### src/inc/wiper_pkg.sv
// How it works
// Chained increments only to wiper address zero
// Each chained increment adds exactly one
// Increment saturates at full-scale, FFh or 7Fh
// Host may chain step commands freely
// Any valid command may follow a step
// Eight clocks per command; wiper moves at eighth
// Chained decrements only to wiper address zero
// Each chained decrement subtracts exactly one
// Decrement at zero-scale leaves value unchanged
// Error flag driven on serial output clock seven
// After error, output stays low until deselect
// Decrement accepted only while select is low
// Single step needs just the command byte
// Step to other address flags command error
// Host deselects promptly after the last step
// No increment past full-scale; others step
// Command cut short leaves wiper untouched
package wiper_pkg;
	localparam int BITS_PER_CMD = 8;
	localparam int ERR_BIT_INDEX = 6;
	localparam logic [3:0] WIPER_ADDR = 4'h0;
	localparam logic [1:0] OP_WRITE = 2'h0;
	localparam logic [1:0] OP_INCR = 2'h1;
	localparam logic [1:0] OP_DECR = 2'h2;
	localparam logic [1:0] OP_READ = 2'h3;
	localparam logic [7:0] FULL_SCALE_8 = 8'hFF;
	localparam logic [7:0] FULL_SCALE_7 = 8'h7F;
	localparam logic [7:0] ZERO_SCALE = 8'h00;
	localparam logic [7:0] WIPER_RESET = 8'h80;
	localparam logic [7:0] WIPER_RESET_7 = 8'h40;
	localparam int LINK_DIV = 4;
	localparam logic [2:0] LINK_DIV_LAST = 3'h3;
	localparam logic [2:0] LINK_DIV_HALF = 3'h1;
	localparam logic [7:0] CMD_WIDTH_LAST = 8'h07;
endpackage

### src/inc/wiper_link_if.sv
`timescale 1ns/1ps
`default_nettype none
// Serial link between host and potentiometer
interface wiper_link_if;
	logic cs_n;
	logic sck;
	logic sdi;
	logic sdo;
	modport device (input cs_n, input sck, input sdi, output sdo);
	modport host (output cs_n, output sck, output sdi, input sdo);
endinterface
`default_nettype wire

### src/wiper_device.sv
`timescale 1ns/1ps
`default_nettype none
module wiper_device
	import wiper_pkg::*;
#(
	parameter bit SEVEN_BIT = 1'b0
)(
	input wire logic CLOCK,
	input wire logic RST,
	wiper_link_if.device LINK,
	output logic [7:0] WIPER,
	output logic STEP_DONE,
	output logic CMD_ERROR
);
	import wiper_pkg::*;

	// Saturated step of the wiper value
	function automatic logic [7:0] step_value(input logic [7:0] v, input logic up,
		input logic seven);
		logic [7:0] top;
		top = seven ? FULL_SCALE_7 : FULL_SCALE_8;
		if (up)
			step_value = (v >= top) ? top : v + 8'h01;
		else
			step_value = (v == ZERO_SCALE) ? v : v - 8'h01;
	endfunction

	////////////////////////////////////////////////////////////////////////
	// Pin synchronisers: first stage is read only by the second
	logic [2:0] cs_s1_q, cs_s2_q;
	logic [2:0] sync_d;
	logic sck_prev_q, sck_prev_d;
	always_comb
	begin
		sync_d = {LINK.cs_n, LINK.sck, LINK.sdi};
		sck_prev_d = cs_s2_q[1];
	end
	always_ff @(posedge CLOCK)
	begin
		if (RST)
		begin
			cs_s1_q <= 3'h4;
			cs_s2_q <= 3'h4;
			sck_prev_q <= 1'b0;
		end
		else
		begin
			cs_s1_q <= sync_d;
			cs_s2_q <= cs_s1_q;
			sck_prev_q <= sck_prev_d;
		end
	end
	logic cs_n_s, sck_rise, sck_fall, sdi_s;
	assign cs_n_s = cs_s2_q[2];
	assign sdi_s = cs_s2_q[0];
	assign sck_rise = cs_s2_q[1] & ~sck_prev_q;
	assign sck_fall = ~cs_s2_q[1] & sck_prev_q;

	////////////////////////////////////////////////////////////////////////
	// Command shifter, error latch and wiper
	logic [2:0] cnt_q, cnt_d;
	logic [7:0] shift_q, shift_d;
	logic err_q, err_d;
	logic sdo_q, sdo_d;
	logic [7:0] wiper_q, wiper_d;
	logic done_q, done_d;
	logic [7:0] cmd;
	logic cmd_ok;
	always_comb
	begin
		cnt_d = cnt_q;
		shift_d = shift_q;
		err_d = err_q;
		sdo_d = sdo_q;
		wiper_d = wiper_q;
		done_d = 1'b0;
		cmd = {shift_q[6:0], sdi_s};
		// Only steps to the wiper are valid here; write and read are not built
		cmd_ok = (shift_q[5:2] == WIPER_ADDR) &&
			((shift_q[1:0] == OP_INCR) || (shift_q[1:0] == OP_DECR));
		if (cs_n_s)
		begin
			// Deselect drops a partial command and clears the error
			cnt_d = 3'h0;
			err_d = 1'b0;
			sdo_d = 1'b1;
		end
		else
		begin
			if (sck_rise)
			begin
				shift_d = cmd;
				cnt_d = cnt_q + 3'h1;
				if (cnt_q == 3'(BITS_PER_CMD - 1) && !err_q &&
					cmd[3:2] != OP_WRITE && cmd[3:2] != OP_READ)
				begin
					// Wiper moves on the eighth clock; no data byte follows
					wiper_d = step_value(wiper_q, cmd[3:2] == OP_INCR, SEVEN_BIT);
					done_d = 1'b1;
				end
			end
			if (sck_fall)
			begin
				// Flag appears after the sixth bit, i.e. during clock seven
				if (cnt_q == 3'(ERR_BIT_INDEX) && !cmd_ok)
				begin
					err_d = 1'b1;
					sdo_d = 1'b0;
				end
				else
					sdo_d = ~err_q;
			end
		end
	end
	always_ff @(posedge CLOCK)
	begin
		if (RST)
		begin
			cnt_q <= 3'h0;
			shift_q <= 8'h00;
			err_q <= 1'b0;
			sdo_q <= 1'b1;
			// A seven-bit part must come up inside its own range, or its first step jumps
			wiper_q <= SEVEN_BIT ? WIPER_RESET_7 : WIPER_RESET;
			done_q <= 1'b0;
		end
		else
		begin
			cnt_q <= cnt_d;
			shift_q <= shift_d;
			err_q <= err_d;
			sdo_q <= sdo_d;
			wiper_q <= wiper_d;
			done_q <= done_d;
		end
	end
	assign LINK.sdo = sdo_q;
	assign WIPER = wiper_q;
	assign STEP_DONE = done_q;
	assign CMD_ERROR = err_q;
endmodule // wiper_device
`default_nettype wire

### src/flat_wrapper.sv
// flat-port wrapper written by rule: the top's interface ports become plain ports
module wiper_device_flat import wiper_pkg::*;
#(
	parameter bit SEVEN_BIT = 1'b0
)
  (CLOCK, RST, WIPER, STEP_DONE, CMD_ERROR, LINK_cs_n, LINK_sck, LINK_sdi, LINK_sdo);
  wiper_link_if LINK_i ();
  input wire logic CLOCK;
  input wire logic RST;
  output logic [7:0] WIPER;
  output logic STEP_DONE;
  output logic CMD_ERROR;
  input wire logic [$bits(LINK_i.cs_n)-1:0] LINK_cs_n;
  input wire logic [$bits(LINK_i.sck)-1:0] LINK_sck;
  input wire logic [$bits(LINK_i.sdi)-1:0] LINK_sdi;
  output wire logic [$bits(LINK_i.sdo)-1:0] LINK_sdo;
  assign LINK_i.cs_n = LINK_cs_n;
  assign LINK_i.sck = LINK_sck;
  assign LINK_i.sdi = LINK_sdi;
  assign LINK_sdo = LINK_i.sdo;
  wiper_device #(.SEVEN_BIT(SEVEN_BIT)) u_core (.CLOCK(CLOCK), .RST(RST), .LINK(LINK_i), .WIPER(WIPER), .STEP_DONE(STEP_DONE), .CMD_ERROR(CMD_ERROR));
endmodule
### config.mk
export PLATFORM = sky130hd
export DESIGN_NAME = wiper_device_flat
export DESIGN_NICKNAME = d
export VERILOG_FILES = /design/src/inc/wiper_pkg.sv /design/src/inc/wiper_link_if.sv /design/src/wiper_device.sv /design/src/flat_wrapper.sv
export SDC_FILE = /design/constraint.sdc
export NUM_CORES = 1
export LEC_CHECK = 0
export BUFFER_PORTS_ARGS = -buffer_cell sky130_fd_sc_hd__buf_2
export CAP_MARGIN = 0
export CORE_UTILIZATION = 50
export CTS_CLUSTER_SIZE = 30
export DETAILED_ROUTE_END_ITERATION = 12
export GPL_TIMING_DRIVEN = 0
export PLACE_DENSITY = 0.78
export SYNTH_ARGS = -nofsm -noshare
export SYNTH_HDL_FRONTEND = slang
export SYNTH_SLANG_ARGS = --single-unit
export TNS_END_PERCENT = 5
### constraint.sdc
create_clock -name CLOCK -period 3 [get_ports CLOCK]
set_clock_uncertainty 0.05 [all_clocks]
set_input_delay 0.15 -clock CLOCK [delete_from_list [all_inputs] [get_ports CLOCK]]
set_output_delay 0.15 -clock CLOCK [all_outputs]
set_load 0.1 [all_outputs]
# ---- Yosys cells after proc, flatten, opt, wreduce, memory -nomap -nowiden
# Cells that the tools add are included.
dict set report classes {
  addsub 3
  mul 0
  n_div 0
  n_lt_le_gt_ge 1
  eq_ne 7
  shift 0
  mux 5
  n_bitwise 7
  reduce_logical 16
}
# operator count
set ops {}
lappend ops {{two-way mux 8 bit} 3}
lappend ops {{adder 8 x 1 -> 8 bit, second input constant} 1}
lappend ops {{>= comparator 8 bit, second input constant} 1}
lappend ops {{logical NOT 8 bit} 1}
lappend ops {{subtractor 8 x 1 -> 8 bit, second input constant} 1}
lappend ops {{equality test 3 bit, second input constant} 2}
lappend ops {{logical AND 1 bit} 5}
lappend ops {{inverter 1 bit} 5}
lappend ops {{equality test 2 x 1 -> 1 bit, second input constant} 2}
lappend ops {{logical NOT 4 bit} 1}
lappend ops {{AND reduction 2 bit} 2}
lappend ops {{AND reduction 4 bit} 1}
lappend ops {{adder 3 x 1 -> 3 bit, second input constant} 1}
lappend ops {{OR reduction 3 bit} 1}
lappend ops {{AND 1 bit} 2}
lappend ops {{equality test 2 bit, second input constant} 1}
lappend ops {{logical NOT 1 bit} 2}
lappend ops {{two-way mux 1 bit} 2}
lappend ops {{!= test 2 x 1 -> 1 bit, second input constant} 1}
lappend ops {{!= test 2 bit, second input constant} 1}
lappend ops {{nonzero test 2 bit} 1}
lappend ops {{OR reduction 2 bit} 1}
lappend ops {{logical OR 1 bit} 1}
dict set report totals {
  reg_bits 27
  latchBits 0
  ram_bits 0
  mem_bits_ro 0
  inputBits 5
  out_inout_bits 11
  elab_cells 48
  memories 0
}

# ---- Depth between registers and ports, before layout
# Gate-level depths: netlist of the first run.
dict set report logic_depth {
  depth_word 6
  ltp_mapped 7
  depth_no_buf 7
}

# ---- Worst setup path before layout of the first run
# OpenSTA, ideal clock, no wires.
dict set report synth_path {
  path_kind {register to register}
  from {register u_core.wiper_q[2] (netlist: u_core.WIPER[2])}
  to {register u_core.wiper_q[7] (netlist: u_core.WIPER[7])}
  setup_time_ps 120
  t_arrival_ps 2306
  required_time_ps 2830
  setup_slack_ps 524
  path_stages_with_launch 6
  path_buffers 0
  synth_period_minus_slack_ps 2476
  path_cell_list {dfxtp_1 nand2_1 or4_4 a21oi_2 nor2_1 a211o_1}
}
dict set report synth_between {
  elab_chain_cells 3
  word_cells_on_any_way 9
  cone_classes {add/sub: 2; order compare: 1; eq/ne: 1; mux: 3; reduce/logical: 2}
}
# element line_no
set synth_rtl {}
lappend synth_rtl {{start: declaration} wiper_device.sv:65} ;# logic [7:0] wiper_q, wiper_d;
lappend synth_rtl {{start signal: assignment} wiper_device.sv:124} ;# wiper_q <= SEVEN_BIT ? WIPER_RESET_7 : WIPER_RESET;
lappend synth_rtl {{start signal: assignment} wiper_device.sv:133} ;# wiper_q <= wiper_d;
lappend synth_rtl {{subtractor 8 x 1 -> 8 bit, or another cell as far along} wiper_device.sv:25} ;# step_value = (v == ZERO_SCALE) ? v : v - 8'h01;
lappend synth_rtl {{two-way mux 8 bit, or another cell as far along} wiper_device.sv:25}
lappend synth_rtl {{two-way mux 8 bit / AND reduction 4 bit (equally long branches)} --}
# Several ways; a longest one is shown, not always the timed one. The select of a mux whose other input is x is not followed.
# A chain may end at the register's enable or synchronous reset.

# ---- Worst setup path in the final report of the first run
dict set report layout_path {
  from {register u_core.wiper_q[0] (netlist: u_core.WIPER[0])}
  to {register u_core.wiper_q[6] (netlist: u_core.WIPER[6])}
}
# Same word-level chain as after synthesis.

==> impl_metrics.yaml, run 1 <==
status:
  status: "finished clean"
clock_tree:
  cts_made_buffers: 3
  clock-sinks: 27
  cts_buffer_depth: 2
  postCtsHoldBufs: 4
  htreeDepth: 1
  cts_tree: "done"
  clk_latency_ns: 0.32
  root_buffer: "clkbuf_4"
  path_clk_slew_ns: 0.14
  cts_setup_buffers: 0
  cts-resized-gates: 0
drt:
  met3_length_um: 102
  routed.top_layer: "met4"
  wl_met1_um: 1250
  first_iter_violations: 23
  vias_per_cell: 5.59
  dr.pass1.iters: 4
  route.met2.wl_um: 1370
  wire_per_inst_um: 13.6
  wl_um: 2760
  num_vias: 1134
  drc: 0
  ant_nets: 0
timing:
  setup_slack_ns: 1.08
  fin_crit_sh: 0.639
  slew_violations: 0
  relSlewSlack: 0.676
  finalCriticalPeriod_ns: 1.92
  grt_setup_unrepaired: "no"
  worst_pin_slew_ns: 0.490
  fmax_ghz: 0.522
  setup_viol: 0
  whs_ns: 0.375
  fin_tns_setup_ns: 0
  finalHoldViolCount: 0
global_route:
  grt_first_pass_wirelength_um: 4400
  grt_max_degree: 16
  antenna_found_initial: 0
  overflow: 0
  grt_use_total: 0.207
  grt_pass1_vias: 997
placed_design:
  portBuffers: 14
  post-place-cells: 195
  placed_area_um2: 1470
  pre_cts_slack_ns: 1.13
  gp_congestion: 0.828
  place_hpwl_um: 2000
synthesis:
  ys_seq_area_frac: 0.397
  synth_area_leader_cell: "dfxtp_1"
  synthArstFlopShare: 0
  yosysUniqueCellTypes: 42
  syn-num-nets: 162
  synth_top_area_frac: 0.397
  synth-seq-cells: 27
  syn_inst: 151
  yosys.cell_count.top_type: "dfxtp_1"
  synthesis.area_um2: 1360
  synthFlopType: "dfxtp_1"
  yosys_warnings: 0
  avgSynthCellArea_um2: 9.01
  synthTopCellsByArea: "dfxtp_1, mux2i_1, ha_1, nor2_1, a21oi_1"
  synth_edf_count: 0
  yosys-top-cells-count: "dfxtp_1, nor2_1, nand2_1"
critical_path:
  critPathArrivalTime_ns: 2.12
  ff2ff_path_depth: 6
  critPathLaunchType: "flop"
  cp_max_fo: 8
  worstPathRequired_ns: 3.20
  path_class: "flop to flop"
  cp-end-kind: "flop"
  reg2reg_slack_ns: 1.08
floorplanning:
  ioPinCount: 16
  dieArea_um2: 2930
  initial_core_util: 0.539
  core-area_um2: 2520
  rows: 18
  die_w_um: 54.2
  die_h_um: 54.2
power:
  p_int_mw: 0.425
  power_frac_seq: 0.673
  leakagePower_nw: 0.643
  fin_total_pwr_mw: 0.543
  comb_power_share: 0.040
  clock_power_share: 0.287
  p_sw_mw: 0.118
  p_per_area_nw_per_um2: 354
  swShare: 0.217
  peakVddDrop_uv: 303
finish:
  num-fill-cells: 237
  final_util: 0.609
  final_cell_count_no_fill: 203
  final_nets: 185
  stdcell_area_um2: 1540
  final_layout_size_suffix_gt1_frac: 0.202
  synthToLayoutAreaGrowth_pct: 12.9
  n_antenna_cell: 0
min_path:
  holdCritPathClass: "flop to flop"
  hold_path_depth: 1
run:
  cap_viol_max_count: 0
-- placed cells by master (no fill, tap or decap), types with 3 or more instances in the layout --
cell           instances
dfxtp_1               27
nor2_1                17
buf_2                 15
nand2_1               13
a21oi_1               12
mux2i_1                8
nor3_1                 8
nor2b_1                7
ha_1                   6
inv_1                  5
o21ai_0                5
buf_6                  4
nand3_1                4
dlygate4sd3_1          4
clkbuf_4               3
-- worst paths after layout --
check | start | to
max | u_core.WIPER[0]$_SDFFE_PP0P_ | u_core.WIPER[6]$_SDFFE_PP0P_
min | u_core.cs_s1_q[2]$_SDFF_PP1_ | u_core.cs_s2_q[2]$_SDFF_PP1_
max reg2reg | u_core.WIPER[0]$_SDFFE_PP0P_ | u_core.WIPER[6]$_SDFFE_PP0P_
min reg2reg | u_core.cs_s1_q[2]$_SDFF_PP1_ | u_core.cs_s2_q[2]$_SDFF_PP1_
-- power groups by stage --
stage	Clock, mW	Combinational (mW)	Sequential (mW)
floorplan	0	0.0132	0.372
global placement	0	0.0173	0.373
detailed placement	0	0.0177	0.373
CTS	0.162	0.0219	0.365
global route	0.178	0.0238	0.366
finish	0.156	0.0218	0.365
-- logic make-up (layout without fill, tap and decap cells) --
kind of cell | Yosys count | after routing | synth area share
AOI/OAI and AO/OA | 29 | 29 | 0.144
xor gates and xnor gates | 3 | 3 | 0.0193
adders and majority gates | 6 | 6 | 0.0552
buffers and inverters | 12 | 34 | 0.0561
DFF | 27 | 27 | 0.397
muxes | 8 | 8 | 0.0589
and+or+nand+nor | 66 | 66 | 0.269
-- flip-flops by register name (all words and copies together), names as in the netlist --
name               cells
u_core.STEP_DONE       1
u_core.cs_s1_q         3
u_core.CMD_ERROR       1
u_core.LINK.sdo        1
u_core.cnt_q           3
u_core.cs_s2_q         3
u_core.WIPER           8
u_core.shift_q         6
u_core.sck_prev_q      1
-- worst max-delay path, cell delays in order, from the launching register on --
cell and delay [ns]:
dfxtp_1 0.47, ha_1 0.26, nand3b_1 0.21, or3_2 0.53
nand2_1 0.08, a21oi_1 0.06, a211oi_1 0.19
-- layer usage --
metal	vias up	GRT usage
met5	-	0
met1	524	0.285
li1	581	-
met2	23	0.333
met3	6	0.0282
met4	0	0.0598
-- area by class of cell --
class | instances | area [µm²] | share of cell area
Timing Repair Buffer | 18 | 110 | 0.0717
Clock inverter | 1 | 5.00 | 0.00326
Buffer | 7 | 57.6 | 0.0375
Clock buffer | 3 | 22.5 | 0.0147
Multi-Input combinational cell | 112 | 743 | 0.484
Sequential cell | 27 | 541 | 0.352
Inverter | 5 | 18.8 | 0.0122
Tap cell | 30 | 37.5 | 0.0244
Note: power is estimated with default switching activity, not from simulation.
==> run 2, diff against run 1 <==
--- a/config.mk
+++ b/config.mk
@@ -11,7 +11,7 @@
 export CTS_CLUSTER_SIZE = 30
 export DETAILED_ROUTE_END_ITERATION = 12
 export GPL_TIMING_DRIVEN = 0
-export PLACE_DENSITY = 0.78
+export PLACE_DENSITY = 0.81
 export SYNTH_ARGS = -nofsm -noshare
 export SYNTH_HDL_FRONTEND = slang
 export SYNTH_SLANG_ARGS = --single-unit
==> constraint.sdc (replaced) <==
create_clock -name CLOCK -period 1.7 [get_ports CLOCK]
set_clock_uncertainty 0.05 [all_clocks]
set_input_delay 0.085 -clock CLOCK [delete_from_list [all_inputs] [get_ports CLOCK]]
set_output_delay 0.085 -clock CLOCK [all_outputs]
set_load 0.1 [all_outputs]
==> impl_metrics.yaml, run 2 (same netlist as run 1, synthesis figures left out) <==
drt:
  wl_um: 2920
  wire_per_inst_um: 13.8
  ant_nets: 0
  drc: 0
  dr.pass1.iters: 4
  vias_per_cell: 5.67
  num_vias: 1196
  first_iter_violations: 36
min_path:
  hold_path_depth: 1
  holdCritPathClass: "flop to flop"
  worstHoldEndpoint: "u_core.cs_s2_q[2]$_SDFF_PP1_"
  hold_start: "u_core.cs_s1_q[2]$_SDFF_PP1_"
floorplanning:
  ioPinCount: 16
  initial_core_util: 0.539
  core-area_um2: 2520
  rows: 18
  die_h_um: 54.2
  dieArea_um2: 2930
  die_w_um: 54.2
placed_design:
  portBuffers: 14
  post-place-cells: 195
  place_hpwl_um: 1870
  placed_area_um2: 1520
  gp_congestion: 0.962
clock_tree:
  clock-sinks: 27
  cts_tree: "done"
  cts_buffer_depth: 2
  clk_latency_ns: 0.35
  root_buffer: "clkbuf_4"
  htreeDepth: 1
  path_clk_slew_ns: 0.16
  cts_made_buffers: 3
critical_path:
  crit_chain: "nand2b_4 > or4_4 > a21oi_2 > nor2_1 > a211o_1"
  cp_max_fo: 5
  rr_endpoint: "u_core.WIPER[7]$_SDFFE_PP1P_"
  crit_family: "simple AND/OR/NAND/NOR gates"
  cpPeakStageDelay_ns: 0.54
  cp_num_cells: 5
  slowest_stage: "or4_4"
  critPathArrivalTime_ns: 1.87
  cp-end-kind: "flop"
  crit_buf_inv: 0
  r2r_start: "u_core.shift_q[2]$_SDFFE_PP0P_"
  ff2ff_path_depth: 5
  path_class: "flop to flop"
  startpoint: "u_core.shift_q[2]$_SDFFE_PP0P_"
  reg2reg_slack_ns: 0.02
  worstPathRequired_ns: 1.89
  critPathLaunchType: "flop"
finish:
  synthToLayoutAreaGrowth_pct: 24.7
  final_layout_size_suffix_gt1_frac: 0.359
  stdcell_area_um2: 1700
  final_util: 0.672
  n_antenna_cell: 0
  final-seq-area_um2: 582
  final_nets: 193
  num-fill-cells: 205
  final_cell_count_no_fill: 211
  multi_input_area_um2: 793
  largest_reg_flops: 8
  final_cell_mix: "nor2_1, buf_2, nand2_1, a21oi_1, dfxtp_1"
  layout_commonest_cell: "nor2_1"
run:
  cap_viol_max_count: 0
timing:
  fin_crit_sh: 0.991
  relSlewSlack: 0.679
  worst_pin_slew_ns: 0.486
  whs_ns: 0.370
  setup_viol: 0
  grt_setup_unrepaired: "yes"
  finalCriticalPeriod_ns: 1.68
  finalHoldViolCount: 0
  slew_violations: 0
  fmax_ghz: 0.594
power:
  clock_power_share: 0.314
  peakVddDrop_uv: 570
  swShare: 0.238
  fin_total_pwr_mw: 0.978
  leakagePower_nw: 0.700
  p_sw_mw: 0.233
  power_frac_seq: 0.644
  p_int_mw: 0.745
  p_per_area_nw_per_um2: 577
  comb_power_share: 0.041
global_route:
  grt_max_degree: 18
  grt_pass1_vias: 1053
  antenna_found_initial: 0
  overflow: 0
  grt_first_pass_wirelength_um: 4440
  grt_use_total: 0.207
status:
  status: "finished clean"
[run 2: how the worst max path moves through the flow]
stage	end	slack [ns]
floorplan	u_core.WIPER[7]$_SDFFE_PP1P_	-0.1
global placement	u_core.WIPER[1]$_SDFFE_PP0P_	-0.06
detailed placement	u_core.WIPER[7]$_SDFFE_PP1P_	-0.06
CTS	u_core.WIPER[7]$_SDFFE_PP1P_	-0.04
global route	u_core.WIPER[7]$_SDFFE_PP1P_	-0.02
finish	u_core.WIPER[7]$_SDFFE_PP1P_	0.02
[run 2: final cells by class]
type,instances,area share
plain buffers,7,0.0384
clock buffers,3,0.0133
clock inverters,1,0.00517
inverters,5,0.0111
multi-input cells,112,0.468
flip-flops and latches,27,0.343
well taps,30,0.0221
repair buffers,26,0.0989
[run 2: worst reg2reg max path, delay by kind of cell (launching register included)]
kind            cells  cell delay, ns
simple gates        3            0.74
flops               1            0.40
compound gates      2            0.39
[run 2: timing repair]
item | CTS | global route
setup buffers | 0 | 7
pin swaps | 0 | 4
gates resized for setup | 8 | 7
setup endpoints to repair | 8 | 8
endpoints found under the hold margin | 8 | 0
hold buffers | 4 | 0
gates cloned | 0 | 1
[run 2: metal layers]
layer	share of wire	routed length, µm	track usage
met1	0.48	1410	0.284
met2	0.47	1380	0.319
met3	0.033	95	0.0311
met4	0.013	38	0.0897
met5	0	0	0
[run 2: stage by stage]
stage	setup WS, ns	setup TNS, ns
after floorplan	-0.0975	-0.125
after global placement	-0.0609	-0.187
after detailed placement	-0.0634	-0.269
after CTS	-0.0385	-0.0654
after global routing	-0.0228	-0.0666
final	0.0161	0
[run 2: power groups by stage]
stage,registers (mW),logic [mW],clock network [mW]
4_1_cts,0.634,0.0390,0.316
3_5_place_dp,0.647,0.0316,0
3_3_place_gp,0.647,0.0305,0
6_report,0.631,0.0402,0.308
2_1_floorplan,0.646,0.0233,0
5_1_grt,0.632,0.0443,0.334
==> run 3, diff against run 2 <==
--- a/config.mk
+++ b/config.mk
@@ -6,12 +6,12 @@
 export NUM_CORES = 1
 export LEC_CHECK = 0
 export BUFFER_PORTS_ARGS = -buffer_cell sky130_fd_sc_hd__buf_2
-export CAP_MARGIN = 0
-export CORE_UTILIZATION = 50
+export CAP_MARGIN = 20
+export CORE_UTILIZATION = 30
 export CTS_CLUSTER_SIZE = 30
 export DETAILED_ROUTE_END_ITERATION = 12
 export GPL_TIMING_DRIVEN = 0
-export PLACE_DENSITY = 0.81
+export PLACE_DENSITY = 0.56
 export SYNTH_ARGS = -nofsm -noshare
 export SYNTH_HDL_FRONTEND = slang
 export SYNTH_SLANG_ARGS = --single-unit
==> impl_metrics.yaml, run 3 (same netlist as run 1, synthesis figures left out) <==
power:
  p_per_area_nw_per_um2: 632
  clock_power_share: 0.376
  power_frac_seq: 0.586
  swShare: 0.237
  peakVddDrop_uv: 533
  p_sw_mw: 0.255
  leakagePower_nw: 0.674
  p_int_mw: 0.822
  comb_power_share: 0.037
clock_tree:
  clk_latency_ns: 0.29
  path_clk_slew_ns: 0.10
  root_buffer: "clkbuf_8"
  cts_made_buffers: 3
  cts_buffer_depth: 2
  cts_tree: "done"
  clock-sinks: 27
  htreeDepth: 1
global_route:
  antenna_found_initial: 0
  overflow: 0
  grt_pass1_vias: 1148
  grt_max_degree: 18
  grt_use_total: 0.127
  grt_first_pass_wirelength_um: 4960
timing:
  slew_violations: 0
  fmax_ghz: 0.601
  finalHoldViolCount: 0
  finalCriticalPeriod_ns: 1.66
  worst_pin_slew_ns: 0.486
  fin_crit_sh: 0.979
  setup_viol: 0
  grt_setup_unrepaired: "yes"
  fin_tns_setup_ns: 0
  relSlewSlack: 0.678
drt:
  dr.pass1.iters: 4
  first_iter_violations: 60
  vias_per_cell: 5.12
  num_vias: 1156
  ant_nets: 0
  wire_per_inst_um: 13.0
  wl_um: 2940
  drc: 0
critical_path:
  r2r_start: "u_core.shift_q[2]$_SDFFE_PP0P_"
  ff2ff_path_depth: 5
  worstPathRequired_ns: 1.83
  critPathArrivalTime_ns: 1.80
  cp-end-kind: "flop"
  cp_max_fo: 6
  path_class: "flop to flop"
  startpoint: "u_core.shift_q[2]$_SDFFE_PP0P_"
  critPathLaunchType: "flop"
min_path:
  hold_start: "u_core.cs_s1_q[2]$_SDFF_PP1_"
  holdCritPathClass: "flop to flop"
  hold_path_depth: 1
finish:
  final_layout_size_suffix_gt1_frac: 0.339
  stdcell_area_um2: 1700
  final_nets: 186
  n_antenna_cell: 0
  final_cell_mix: "nor2_1, buf_2, nand2_1, a21oi_1, dfxtp_1"
  largest_reg_flops: 8
  synthToLayoutAreaGrowth_pct: 25.3
  layout_commonest_cell: "nor2_1"
run:
  cap_viol_max_count: 0
floorplanning:
  initial_core_util: 0.312
  die_h_um: 69.3
  core-area_um2: 4350
  die_w_um: 69.3
  dieArea_um2: 4810
  rows: 24
  ioPinCount: 16
status:
  status: "finished clean"
placed_design:
  place_hpwl_um: 2050
  placed_area_um2: 1550
  portBuffers: 14
  gp_congestion: 0.853
run 3: cell count changes in the layout (fill, tap and decap cells not counted), sizes merged:
cell | before | now
buf | 27 | 20
run 3: metal layers:
metal | track usage | up-vias | share of wire
li1 | - | 577 | -
met1 | 0.133 | 544 | 0.43
met2 | 0.230 | 31 | 0.50
met3 | 0.0480 | 4 | 0.060
met4 | 0.0454 | 0 | 0.0092
met5 | 0 | - | 0
run 3: path summary, 6_finish.rpt:
| path | end | slack, ns |
|---|---|---|
| max | u_core.WIPER[7]$_SDFFE_PP1P_ | 0.04 |
| min reg2reg | u_core.cs_s2_q[2]$_SDFF_PP1_ | 0.37 |
| max reg2reg | u_core.WIPER[7]$_SDFFE_PP1P_ | 0.04 |
| min | u_core.cs_s2_q[2]$_SDFF_PP1_ | 0.37 |
run 3: final cells by class:
cell class | instances | area, µm²
sequential | 27 | 579
tap | 52 | 65.1
timing repair buffer | 19 | 118
clock buffer | 3 | 41.3
multi-input combinational | 112 | 808
inverter | 5 | 18.8
clock inverter | 1 | 8.76
fill | 437 | 2650
buffer | 7 | 65.1
run 3: critical path, cell delays in order (launching register included):
cell and delay, ns:
dfxtp_4 0.38, nand2b_4 0.16, or4_4 0.55, a21oi_2 0.12, nor2_1 0.05, a211o_1 0.25
run 3: power groups by stage:
stage / Combinational (mW) / Sequential (mW) / Clock, mW
2_1_floorplan: 0.0233 / 0.646 / 0
3_3_place_gp: 0.0313 / 0.647 / 0
3_5_place_dp: 0.0320 / 0.647 / 0
4_1_cts: 0.0394 / 0.632 / 0.415
5_1_grt: 0.0439 / 0.633 / 0.454
6_report: 0.0400 / 0.632 / 0.405
run 3: through the flow:
stage | setup slack, ns | std cells | hold WS [ns] | power, mW | util
6_report | 0.0361 | 226 | 0.374 | 1.08 | 0.391
5_1_grt | -0.0345 | 226 | 0.386 | 1.13 | 0.391
4_1_cts | -0.0129 | 225 | 0.378 | 1.09 | 0.380
3_5_place_dp | -0.0375 | 217 | 0.222 | 0.679 | 0.356
3_3_place_gp | -0.0599 | 217 | 0.220 | 0.678 | 0.356
2_1_floorplan | -0.0975 | 151 | 0.139 | 0.669 | -
run 3: timing repair:
item                                   4_1_cts  5_1_grt
setup endpoints to repair                    6        8
hold buffers                                 4        0
resized for setup                            6       12
pin swaps                                    0        2
buffers inserted                             0        1
endpoints found under the hold margin        8        0
